[src/shared/opsr_pkg.sv]
// Package with constants and types for the operation status register group.
package opsr_pkg;
  typedef logic [15:0] opsr_word_t;
  typedef enum logic [1:0] {
    OPSR_SEL_COND,
    OPSR_SEL_EVENT,
    OPSR_SEL_ENABLE,
    OPSR_SEL_NONE
  } opsr_sel_e;
  localparam int OPSR_BIT_FAULT = 13;
  localparam int OPSR_BIT_CLOSED = 11;
  localparam int OPSR_BIT_REMOTE = 10;
  localparam int OPSR_BIT_TRIG = 5;
  localparam int OPSR_BIT_SCAN = 4;
  localparam opsr_word_t OPSR_USED_MASK = 16'h2c30;
  localparam opsr_word_t OPSR_ENABLE_RESET = 16'h0000;
  localparam opsr_word_t OPSR_EVENT_RESET = 16'h0000;
  localparam opsr_word_t OPSR_DATA_RESET = 16'h0000;
  localparam logic [2:0] OPSR_SYNC_RESET = 3'h0;
endpackage

[src/hw/opsr_core.sv]
// Operation status register group: condition, latched event and enable mask.
//
// Overview of operation
// - Condition query returns the live flags as a 16-bit value.
// - Unassigned bit positions read zero in condition and event registers.
// - Flags sit at bits 13, 11, 10, 5 and 4; remote reads 1024.
// - Event query returns latched flags with the condition layout.
// - Controller writes a 16-bit enable mask; device stores and returns it.
// - Enable mask is zero after power-on reset.
// - Enable readback forces unassigned bit positions to zero.
`timescale 1ns/10ps
module opsr_core
  import opsr_pkg::*;
(
  input wire logic clock,
  input wire logic nrst,
  input wire logic fault_flag,
  input wire logic relay_closed_flag,
  input wire logic remote_state_flag,
  input wire logic trigger_pending_flag,
  input wire logic scan_running_flag,
  input wire opsr_pkg::opsr_sel_e query_sel,
  input wire logic query_strobe,
  input wire logic enable_write,
  input wire opsr_pkg::opsr_word_t enable_data,
  output opsr_pkg::opsr_word_t query_data,
  output logic query_valid,
  output opsr_pkg::opsr_word_t enable_mask
);
  import opsr_pkg::*;

  logic [2:0] sync_fault_r, sync_closed_r, sync_remote_r, sync_trig_r, sync_scan_r;
  opsr_word_t cond_r;
  opsr_word_t cond_nxt;
  opsr_word_t prev_cond_r;
  opsr_word_t event_r;
  opsr_word_t enable_r;
  opsr_word_t query_data_r;
  logic query_valid_r;
  logic event_read;

  // Three-stage input synchronisers.
  always_ff @(posedge clock) begin
    if (!nrst) begin
      sync_fault_r <= OPSR_SYNC_RESET;
      sync_closed_r <= OPSR_SYNC_RESET;
      sync_remote_r <= OPSR_SYNC_RESET;
      sync_trig_r <= OPSR_SYNC_RESET;
      sync_scan_r <= OPSR_SYNC_RESET;
    end else begin
      sync_fault_r <= {sync_fault_r[1:0], fault_flag};
      sync_closed_r <= {sync_closed_r[1:0], relay_closed_flag};
      sync_remote_r <= {sync_remote_r[1:0], remote_state_flag};
      sync_trig_r <= {sync_trig_r[1:0], trigger_pending_flag};
      sync_scan_r <= {sync_scan_r[1:0], scan_running_flag};
    end
  end

  always_comb begin
    cond_nxt = cond_r;
    if (sync_fault_r[1] == sync_fault_r[2]) cond_nxt[OPSR_BIT_FAULT] = sync_fault_r[2];
    if (sync_closed_r[1] == sync_closed_r[2]) cond_nxt[OPSR_BIT_CLOSED] = sync_closed_r[2];
    if (sync_remote_r[1] == sync_remote_r[2]) cond_nxt[OPSR_BIT_REMOTE] = sync_remote_r[2];
    if (sync_trig_r[1] == sync_trig_r[2]) cond_nxt[OPSR_BIT_TRIG] = sync_trig_r[2];
    if (sync_scan_r[1] == sync_scan_r[2]) cond_nxt[OPSR_BIT_SCAN] = sync_scan_r[2];
    cond_nxt = cond_nxt & OPSR_USED_MASK;
  end

  always_ff @(posedge clock) begin
    if (!nrst) begin
      cond_r <= OPSR_EVENT_RESET;
      prev_cond_r <= OPSR_EVENT_RESET;
    end else begin
      cond_r <= cond_nxt;
      prev_cond_r <= cond_r;
    end
  end

  assign event_read = query_strobe && (query_sel == OPSR_SEL_EVENT);

  // Latch rising flags; a new rise wins over the read clear.
  always_ff @(posedge clock) begin
    if (!nrst) begin
      event_r <= OPSR_EVENT_RESET;
    end else begin
      event_r <= ((event_read ? OPSR_EVENT_RESET : event_r) | (cond_r & ~prev_cond_r)) & OPSR_USED_MASK;
    end
  end

  // Enable mask store, zero at reset.
  always_ff @(posedge clock) begin
    if (!nrst) begin
      enable_r <= OPSR_ENABLE_RESET;
    end else if (enable_write) begin
      enable_r <= enable_data;
    end
  end

  // Query answer one cycle after the strobe.
  always_ff @(posedge clock) begin
    if (!nrst) begin
      query_data_r <= OPSR_DATA_RESET;
      query_valid_r <= 1'b0;
    end else begin
      query_valid_r <= query_strobe;
      if (query_strobe) begin
        unique case (query_sel)
          OPSR_SEL_COND: query_data_r <= cond_r;
          OPSR_SEL_EVENT: query_data_r <= event_r;
          OPSR_SEL_ENABLE: query_data_r <= enable_r & OPSR_USED_MASK;
          OPSR_SEL_NONE: query_data_r <= OPSR_DATA_RESET;
        endcase
      end
    end
  end

  assign query_data = query_data_r;
  assign query_valid = query_valid_r;
  assign enable_mask = enable_r & OPSR_USED_MASK;
endmodule

[config.mk]
export PLATFORM = sky130hd
export DESIGN_NAME = opsr_core
export DESIGN_NICKNAME = d
export VERILOG_FILES = /design/src/shared/opsr_pkg.sv /design/src/hw/opsr_core.sv
export SDC_FILE = /design/constraint.sdc
export NUM_CORES = 1
export LEC_CHECK = 0
export ABC_AREA = 1
export BUFFER_PORTS_ARGS = -buffer_cell sky130_fd_sc_hd__buf_2
export CORE_UTILIZATION = 48
export CTS_CLUSTER_DIAMETER = 50
export CTS_CLUSTER_SIZE = 28
export DETAILED_ROUTE_END_ITERATION = 7
export GPL_ROUTABILITY_DRIVEN = 0
export HOLD_SLACK_MARGIN = 0.05
export PLACE_DENSITY_LB_ADDON = 0.12
export SETUP_SLACK_MARGIN = 0.5
export SYNTH_ARGS = -nofsm -noshare
export SYNTH_HDL_FRONTEND = slang
export SYNTH_SLANG_ARGS = --single-unit
[constraint.sdc]
create_clock -name clock -period 1 [get_ports clock]
set_input_delay 0.1 -clock clock [delete_from_list [all_inputs] [get_ports clock]]
set_output_delay 0.1 -clock clock [all_outputs]
set_load 0.01 [all_outputs]
==> report_table.html, run 1 <==
<table>
<tr><th>Metric</th><th>Value</th></tr>
<tr><th colspan="2">CTS</th></tr>
<tr><td>Insertion delay to the later sink of the worst-skew pair</td><td>0.35 ns</td></tr>
<tr><td>Number of buffers created by CTS</td><td>5</td></tr>
<tr><td>Maximum buffer depth of the clock tree</td><td>2</td></tr>
<tr><td>CTS tree</td><td>yes</td></tr>
<tr><td>H-tree level count</td><td>2</td></tr>
<tr><td>Clock tree root buffer cell</td><td>clkbuf_4</td></tr>
<tr><td>Post-CTS clock slew at the launch and capture registers of the worst setup and hold paths</td><td>0.12 ns</td></tr>
<tr><td>Number of clock sinks</td><td>41</td></tr>
<tr><th colspan="2">Setup path</th></tr>
<tr><td>Slowest stage delay, CP</td><td>0.34 ns</td></tr>
<tr><td>Endpoint type of the worst setup path</td><td>output port</td></tr>
<tr><td>Kind of cell adding the most delay to the critical path</td><td>flip-flops</td></tr>
<tr><td>Worst path bufs/invs</td><td>1</td></tr>
<tr><td>Start-to-end type of the worst setup path</td><td>reg2out</td></tr>
<tr><td>Critical R2R Launch</td><td>enable_r[5]</td></tr>
<tr><td>Launching element of the worst setup path</td><td>enable_r[4]</td></tr>
<tr><td>Reg2reg setup slack</td><td>0.17 ns</td></tr>
<tr><td>Critical-path top delay cell</td><td>dfxtp_2</td></tr>
<tr><td>Crit start category</td><td>flop</td></tr>
<tr><td>Highest fanout seen on the critical path</td><td>2</td></tr>
<tr><td>CP cell instances</td><td>buf_6</td></tr>
<tr><td>Req. time, crit path</td><td>0.90 ns</td></tr>
<tr><td>Arrival time worst endpoint</td><td>0.80 ns</td></tr>
<tr><th colspan="2">Power and ir drop</th></tr>
<tr><td>Pwr Density</td><td>1420 nW/um^2</td></tr>
<tr><td>Clock share of power</td><td>27.6%</td></tr>
<tr><td>Maximum ir drop on the vdd rail</td><td>0.868 mV</td></tr>
<tr><td>Proportion of power drawn by combinational gates</td><td>12.2%</td></tr>
<tr><td>Int Power</td><td>2110 uW</td></tr>
<tr><td>Final Total Pwr</td><td>2860 uW</td></tr>
<tr><td>Net Sw Power</td><td>747 uW</td></tr>
<tr><td>Sequential power share</td><td>60.2%</td></tr>
<tr><td>Fraction of power spent switching nets</td><td>26.1%</td></tr>
<tr><td>Lkg Pwr</td><td>0.00109 uW</td></tr>
<tr><th colspan="2">Synth</th></tr>
<tr><td>Cells after synthesis</td><td>199</td></tr>
<tr><td>Cell types occupying the most area after synthesis</td><td>dfxtp_1, buf_4, nand2_1</td></tr>
<tr><td>Library cell with the largest summed area after synthesis</td><td>dfxtp_1</td></tr>
<tr><td>Mean Syn Cell Area</td><td>8.19 um^2</td></tr>
<tr><td>Count of yosys warnings during synthesis</td><td>0</td></tr>
<tr><td>Fraction of post-synthesis cell area in the top cell type by area</td><td>50.4%</td></tr>
<tr><td>Cell Area, Synth</td><td>1630 um^2</td></tr>
<tr><td>Number of synthesized register bits</td><td>41</td></tr>
<tr><td>Number of different library cells in the post-synthesis netlist</td><td>17</td></tr>
<tr><td>Seq/Total Area, Yosys</td><td>50.4%</td></tr>
<tr><th colspan="2">Timing</th></tr>
<tr><td>Setup Total Neg Slack</td><td>0 ns</td></tr>
<tr><td>Setup repair after global routing missed its margin</td><td>yes</td></tr>
<tr><td>Max Clk Rate</td><td>1110 MHz</td></tr>
<tr><td>Hold Vio Cnt, Final</td><td>10</td></tr>
<tr><td>Max-slew violation count</td><td>0</td></tr>
<tr><td>Minimum clock period after layout</td><td>0.897 ns</td></tr>
<tr><td>Post-Route Skew</td><td>0.0115 ns</td></tr>
<tr><td>Share of the cycle needed by the critical path after routing</td><td>89.7%</td></tr>
<tr><td>Final setup fails</td><td>0</td></tr>
<tr><td>WHS</td><td>-0.0746 ns</td></tr>
<tr><th colspan="2">Final layout</th></tr>
<tr><td>Highest-count cells in the layout ignoring fill and taps</td><td>nand2_1, conb_1, dfxtp_2</td></tr>
<tr><td>Final #Nets</td><td>259</td></tr>
<tr><td>Synthesis-to-layout area growth</td><td>24.1%</td></tr>
<tr><td>Sequential cell area</td><td>851 um^2</td></tr>
<tr><td>Antenna Diode Count</td><td>0</td></tr>
<tr><td>Multi-input logic area</td><td>677 um^2</td></tr>
<tr><td>Layout cell share with drive strength beyond 1</td><td>52.8%</td></tr>
<tr><td>Cell area after layout</td><td>2020 um^2</td></tr>
<tr><td>Number of standard cells in the final layout excluding fillers</td><td>277</td></tr>
<tr><td>Number of filler instances in the final layout</td><td>272</td></tr>
<tr><th colspan="2">Placed design</th></tr>
<tr><td>HPWL Detailed</td><td>1760 um</td></tr>
<tr><td>Placed cell count</td><td>263</td></tr>
<tr><td>Placed cell areas</td><td>1750 um^2</td></tr>
<tr><td>Port Buffer Count</td><td>26</td></tr>
<tr><th colspan="2">Floorplan</th></tr>
<tr><td>Number of top-level pins</td><td>60</td></tr>
<tr><td>Initial core utilization</td><td>52.1%</td></tr>
<tr><td>Die Span Y</td><td>60.3 um</td></tr>
<tr><td>Core area</td><td>3130 um^2</td></tr>
<tr><td>Cell row count</td><td>20</td></tr>
<tr><td>Die outline width</td><td>60.3 um</td></tr>
<tr><td>Die Outline Area</td><td>3630 um^2</td></tr>
<tr><th colspan="2">Worst hold path</th></tr>
<tr><td>Worst Hold Class</td><td>in2reg</td></tr>
<tr><td>Hold path startpoint</td><td>relay_closed_flag</td></tr>
<tr><th colspan="2">Global routing</th></tr>
<tr><td>First-pass GRT wire length</td><td>4230 um</td></tr>
<tr><td>Global router's overall resource usage</td><td>16.4%</td></tr>
<tr><td>Number of global-route vias before repair</td><td>1052</td></tr>
<tr><td>Number of antenna violations at the first check in global routing</td><td>0</td></tr>
<tr><td>Pin count of the biggest net entering global routing</td><td>37</td></tr>
<tr><td>Final global-route overflow total</td><td>0</td></tr>
<tr><th colspan="2">Detailed routing</th></tr>
<tr><td>Wire per inst</td><td>9.70 um</td></tr>
<tr><td>Routed Wire Length</td><td>2690 um</td></tr>
<tr><td>Vias/cell</td><td>4.39</td></tr>
<tr><td>1st-iter DRT viols</td><td>47</td></tr>
<tr><td>Detail Route Antenna Nets</td><td>0</td></tr>
<tr><td>Vias after detailed routing</td><td>1216</td></tr>
<tr><td>Post-route DRC violation count</td><td>0</td></tr>
<tr><td>Number of detailed-route iterations in the first pass</td><td>4</td></tr>
<tr><th colspan="2">Run</th></tr>
<tr><td>Max-cap violation count</td><td>0</td></tr>
<tr><th colspan="2">Status</th></tr>
<tr><td>Status</td><td>finished, violations left</td></tr>
<tr><td>Violations in the final reports</td><td>hold timing</td></tr>
</table>
[worst register-to-register path, stage by stage, from the launching register on]
cell,delay [ns]
dfxtp_2,0.34
buf_4,0.14
nand3_2,0.06
nand2_1,0.05
nor2_1,0.10
nor2_1,0.05
[worst paths after layout]
check	endpoint	depth (start not counted)
hold / removal	sync_closed_r[0]	3
hold reg to reg	sync_fault_r[1]	2
setup reg to reg	query_data[5]	5
setup / recovery	enable_mask[4]	1
[routing by layer]
metal	track usage [%]	share of wire (%)	vias up
met5	0	0	-
met4	7.97	1.5	0
met3	6.93	6.5	5
met2	29.5	49	44
met1	15.9	43	536
li1	-	-	631
[power by group through the flow]
stage / logic (uW) / clock network, uW / registers (uW)
2_1_floorplan: 247 / 0 / 1760
3_3_place_gp: 261 / 0 / 1750
3_5_place_dp: 265 / 0 / 1750
4_1_cts: 328 / 832 / 1720
5_1_grt: 389 / 902 / 1730
6_report: 350 / 789 / 1720
[through the flow]
stage / hold WS, ns / util [%] / worst slack [ns]
after detailed placement: 0.290 / 55.8 / 0.147
after global routing: -0.102 / 64.6 / 0.0583
after floorplan: 0.194 / - / 0.314
final: -0.0746 / 64.6 / 0.103
after CTS: -0.0923 / 62.6 / 0.0834
after global placement: 0.290 / 55.8 / 0.153
[synth_stat cells, drive strengths merged]
| cell type | n |
|---|---|
| o22ai | 5 |
| conb | 1 |
| nand2 | 42 |
| a21oi | 5 |
| o21ai | 10 |
| nor2 | 22 |
| nand3 | 10 |
| inv | 30 |
| o21bai | 5 |
| buf | 28 |
| dfxtp | 41 |
[final cells by class]
| type | instances | share of cell area, % |
|---|---|---|
| repair buffers | 33 | 13.2 |
| clock inverters | 2 | 0.743 |
| multi-input cells | 121 | 33.5 |
| inverters | 30 | 5.69 |
| well taps | 44 | 2.72 |
| flip-flops and latches | 41 | 42.1 |
| clock buffers | 6 | 2.04 |
[sequential cells by signal (all words and copies together) (netlist names)]
register and flops:
cond_r 5, query_data 5, sync_remote_r 3, sync_fault_r 3
sync_trig_r 3, event_r 5, enable_r 5, sync_scan_r 3
prev_cond_r 5, sync_closed_r 3, query_valid 1
[logic make-up after synthesis]
kind of cell	share of synthesized area, %
simple gates	18.4
buf+inv	20.2
flops	50.4
compound gates	10.8
other cells	0.230
[what timing repair did]
action | in CTS | in global routing
hold endpoints to repair | 11 | 11
buffers inserted | 5 | 1
setup endpoints to repair | 41 | 46
resized for setup | 41 | 16
pin swaps | 5 | 10
(Power assumes the default switching activity.)
==> run 2: changes to the inputs <==
- clock period: 1 -> 0.95 ns (I/O delays scaled with it)
==> run 2 against run 1 <==
Against the previous run: the run still ends with hold timing left; setup slack got worse by 0.060 ns; largest cell class unchanged; die area unchanged; highest routed layer unchanged; critical path type unchanged; global-route usage fell by 0.45 points; routed wire length is 2.9% higher; largest power group unchanged; first-iteration DRC count is 8.5% higher; via count grew 1.1%; power grew 10%.
==> report_table.html, run 2 (synthesis results as in run 1) <==
<table>
<tr><th>Metric</th><th>Value</th></tr>
<tr><th colspan="2">Status</th></tr>
<tr><td>Status</td><td>finished, violations left</td></tr>
<tr><td>Violations in the final reports</td><td>hold timing</td></tr>
<tr><th colspan="2">CTS</th></tr>
<tr><td>Insertion delay to the later sink of the worst-skew pair</td><td>0.35 ns (about the same)</td></tr>
<tr><td>Post-CTS clock slew at the launch and capture registers of the worst setup and hold paths</td><td>0.11 ns (about the same)</td></tr>
<tr><td>H-tree level count</td><td>2 (unchanged)</td></tr>
<tr><td>CTS tree</td><td>yes</td></tr>
<tr><td>Clock tree root buffer cell</td><td>clkbuf_4</td></tr>
<tr><td>Maximum buffer depth of the clock tree</td><td>2 (unchanged)</td></tr>
<tr><td>Number of clock sinks</td><td>41 (unchanged)</td></tr>
<tr><td>Number of buffers created by CTS</td><td>5 (unchanged)</td></tr>
<tr><th colspan="2">Placed design</th></tr>
<tr><td>Placed cell areas</td><td>1750 um^2 (+0.43%)</td></tr>
<tr><td>Port Buffer Count</td><td>26 (unchanged)</td></tr>
<tr><td>HPWL Detailed</td><td>1860 um (+5.5%)</td></tr>
<tr><th colspan="2">Timing</th></tr>
<tr><td>WHS</td><td>-0.0672 ns (+0.00739 ns)</td></tr>
<tr><td>Final setup fails</td><td>0 (unchanged)</td></tr>
<tr><td>Setup Total Neg Slack</td><td>0 ns (unchanged)</td></tr>
<tr><td>Max Clk Rate</td><td>1100 MHz</td></tr>
<tr><td>Share of the cycle needed by the critical path after routing</td><td>95.4%</td></tr>
<tr><td>Minimum clock period after layout</td><td>0.907 ns</td></tr>
<tr><td>Post-Route Skew</td><td>0.00888 ns (-0.00264 ns)</td></tr>
<tr><td>Setup repair after global routing missed its margin</td><td>yes</td></tr>
<tr><td>Max-slew violation count</td><td>0 (unchanged)</td></tr>
<tr><td>Hold Vio Cnt, Final</td><td>10 (unchanged)</td></tr>
<tr><th colspan="2">Final layout</th></tr>
<tr><td>Synthesis-to-layout area growth</td><td>24.4%</td></tr>
<tr><td>Final #Nets</td><td>259 (unchanged)</td></tr>
<tr><td>Cell area after layout</td><td>2030 um^2 (+0.25%)</td></tr>
<tr><td>Antenna Diode Count</td><td>0 (unchanged)</td></tr>
<tr><td>Highest-count cells in the layout ignoring fill and taps</td><td>nand2_1, conb_1, dfxtp_1</td></tr>
<tr><td>Commonest non-fill, non-tap cell in the layout</td><td>nand2_1</td></tr>
<tr><td>Layout cell share with drive strength beyond 1</td><td>51.5% (-1.3 points)</td></tr>
<tr><th colspan="2">Global routing</th></tr>
<tr><td>Number of antenna violations at the first check in global routing</td><td>0 (unchanged)</td></tr>
<tr><td>Final global-route overflow total</td><td>0 (unchanged)</td></tr>
<tr><td>First-pass GRT wire length</td><td>4210 um (-0.47%)</td></tr>
<tr><td>Global router's overall resource usage</td><td>16.0% (-0.45 points)</td></tr>
<tr><td>Pin count of the biggest net entering global routing</td><td>37 (unchanged)</td></tr>
<tr><td>Number of global-route vias before repair</td><td>1033 (-1.8%)</td></tr>
<tr><th colspan="2">Floorplan</th></tr>
<tr><td>Number of top-level pins</td><td>60 (unchanged)</td></tr>
<tr><td>Cell row count</td><td>20 (unchanged)</td></tr>
<tr><td>Core area</td><td>3130 um^2 (unchanged)</td></tr>
<tr><td>Die outline width</td><td>60.3 um (unchanged)</td></tr>
<tr><td>Die Span Y</td><td>60.3 um (unchanged)</td></tr>
<tr><td>Die Outline Area</td><td>3630 um^2 (unchanged)</td></tr>
<tr><td>Initial core utilization</td><td>52.1% (unchanged)</td></tr>
<tr><th colspan="2">Setup path</th></tr>
<tr><td>Slowest stage delay, CP</td><td>0.36 ns (+0.02 ns)</td></tr>
<tr><td>Endpoint type of the worst setup path</td><td>output port</td></tr>
<tr><td>Launching element of the worst setup path</td><td>enable_r[4]</td></tr>
<tr><td>Start-to-end type of the worst setup path</td><td>reg2out</td></tr>
<tr><td>Critical-path top delay cell</td><td>dfxtp_2</td></tr>
<tr><td>Req. time, crit path</td><td>0.85 ns (-0.05 ns)</td></tr>
<tr><td>Critical R2R Launch</td><td>enable_r[5]</td></tr>
<tr><td>Kind of cell adding the most delay to the critical path</td><td>flip-flops</td></tr>
<tr><td>Arrival time worst endpoint</td><td>0.81 ns (about the same)</td></tr>
<tr><td>Worst path bufs/invs</td><td>1 (unchanged)</td></tr>
<tr><td>Highest fanout seen on the critical path</td><td>2 (unchanged)</td></tr>
<tr><td>CP cell instances</td><td>buf_6</td></tr>
<tr><td>Crit start category</td><td>flop</td></tr>
<tr><th colspan="2">Power and ir drop</th></tr>
<tr><td>Maximum ir drop on the vdd rail</td><td>1.18 mV (+36%)</td></tr>
<tr><td>Lkg Pwr</td><td>0.00109 uW (+0.58%)</td></tr>
<tr><td>Pwr Density</td><td>1550 nW/um^2 (+9.8%)</td></tr>
<tr><td>Final Total Pwr</td><td>3150 uW (+10%)</td></tr>
<tr><th colspan="2">Run</th></tr>
<tr><td>Max-cap violation count</td><td>0 (unchanged)</td></tr>
<tr><th colspan="2">Detailed routing</th></tr>
<tr><td>Post-route DRC violation count</td><td>0 (unchanged)</td></tr>
<tr><td>Number of detailed-route iterations in the first pass</td><td>4 (unchanged)</td></tr>
<tr><td>Routed Wire Length</td><td>2770 um (+2.9%)</td></tr>
<tr><td>Detail Route Antenna Nets</td><td>0 (unchanged)</td></tr>
<tr><td>Vias/cell</td><td>4.44 (+1.1%)</td></tr>
<tr><td>1st-iter DRT viols</td><td>51 (+8.5%)</td></tr>
<tr><td>Wire per inst</td><td>9.99 um (+2.9%)</td></tr>
<tr><td>Vias after detailed routing</td><td>1229 (+1.1%)</td></tr>
<tr><th colspan="2">Worst hold path</th></tr>
<tr><td>Hold path startpoint</td><td>relay_closed_flag</td></tr>
<tr><td>Worst Hold Class</td><td>in2reg</td></tr>
</table>
==> run 2: cell count changes in the layout (fill, tap and decap cells not counted), sizes merged <==
cell      change
clkinvlp      -2
clkinv        +1
clkbuf        +1
==> run 2: what timing repair did <==
| action | 4_1_cts | 5_1_grt |
|---|---|---|
| endpoints found under the hold margin | 10 | 10 |
| setup buffers | 5 | 0 |
| pin swaps | 6 | 7 |
| gates resized for setup | 39 | 11 |
| endpoints found under the setup margin | 46 | 46 |
==> run 2: power by group <==
part           leakage (uW)  internal (uW)  switching [uW]  total, uW
sequential         0.000343           1780            34.8       1820
combinational      0.000708            159             211        370
clock             0.0000413            429             534        963
total               0.00109           2370             780       3150
==> run 2: per-stage QoR <==
stage | hold WS [ns] | setup WS [ns] | cells | utilization (%)
6_report | -0.0672 | 0.0435 | 277 | 64.8
3_3_place_gp | 0.286 | 0.113 | 264 | 56.0
3_5_place_dp | 0.285 | 0.100 | 264 | 56.0
5_1_grt | -0.0760 | 0.0163 | 277 | 64.8
4_1_cts | -0.0813 | 0.0344 | 277 | 63.4
2_1_floorplan | 0.189 | 0.264 | 220 | -
==> run 2: cell type report <==
cell class	instances	area, um^2
clock buffers	7	65.1
flip-flops and latches	41	846
clock inverters	1	5.00
repair buffers	33	269
multi-input cells	121	672
fillers	260	1100
well taps	44	55.1
inverters	30	115
==> run 2: worst min-delay path, stage by stage <==
cell and delay (ns):
buf_2 0.08, nand2_2 0.04, inv_2 0.03
==> run 2: final timing paths <==
kind	to	slack, ns	cells after the start
worst max-delay path	enable_mask[4]	0.04	1
worst min register to register	sync_trig_r[1]	0.42	2
worst min-delay path	sync_closed_r[0]	-0.07	3
worst max register to register	query_data[5]	0.10	5
==> run 2: layer usage <==
| metal | share of wire, % | wire [um] | up-vias | global-route usage [%] |
|---|---|---|---|---|
| met5 | 0 | 0 | - | 0 |
| met4 | 2.7 | 76 | 0 | 8.97 |
| met3 | 5.2 | 144 | 9 | 3.90 |
| met2 | 49 | 1350 | 47 | 27.8 |
| met1 | 43 | 1190 | 539 | 17.5 |
| li1 | - | - | 634 | - |
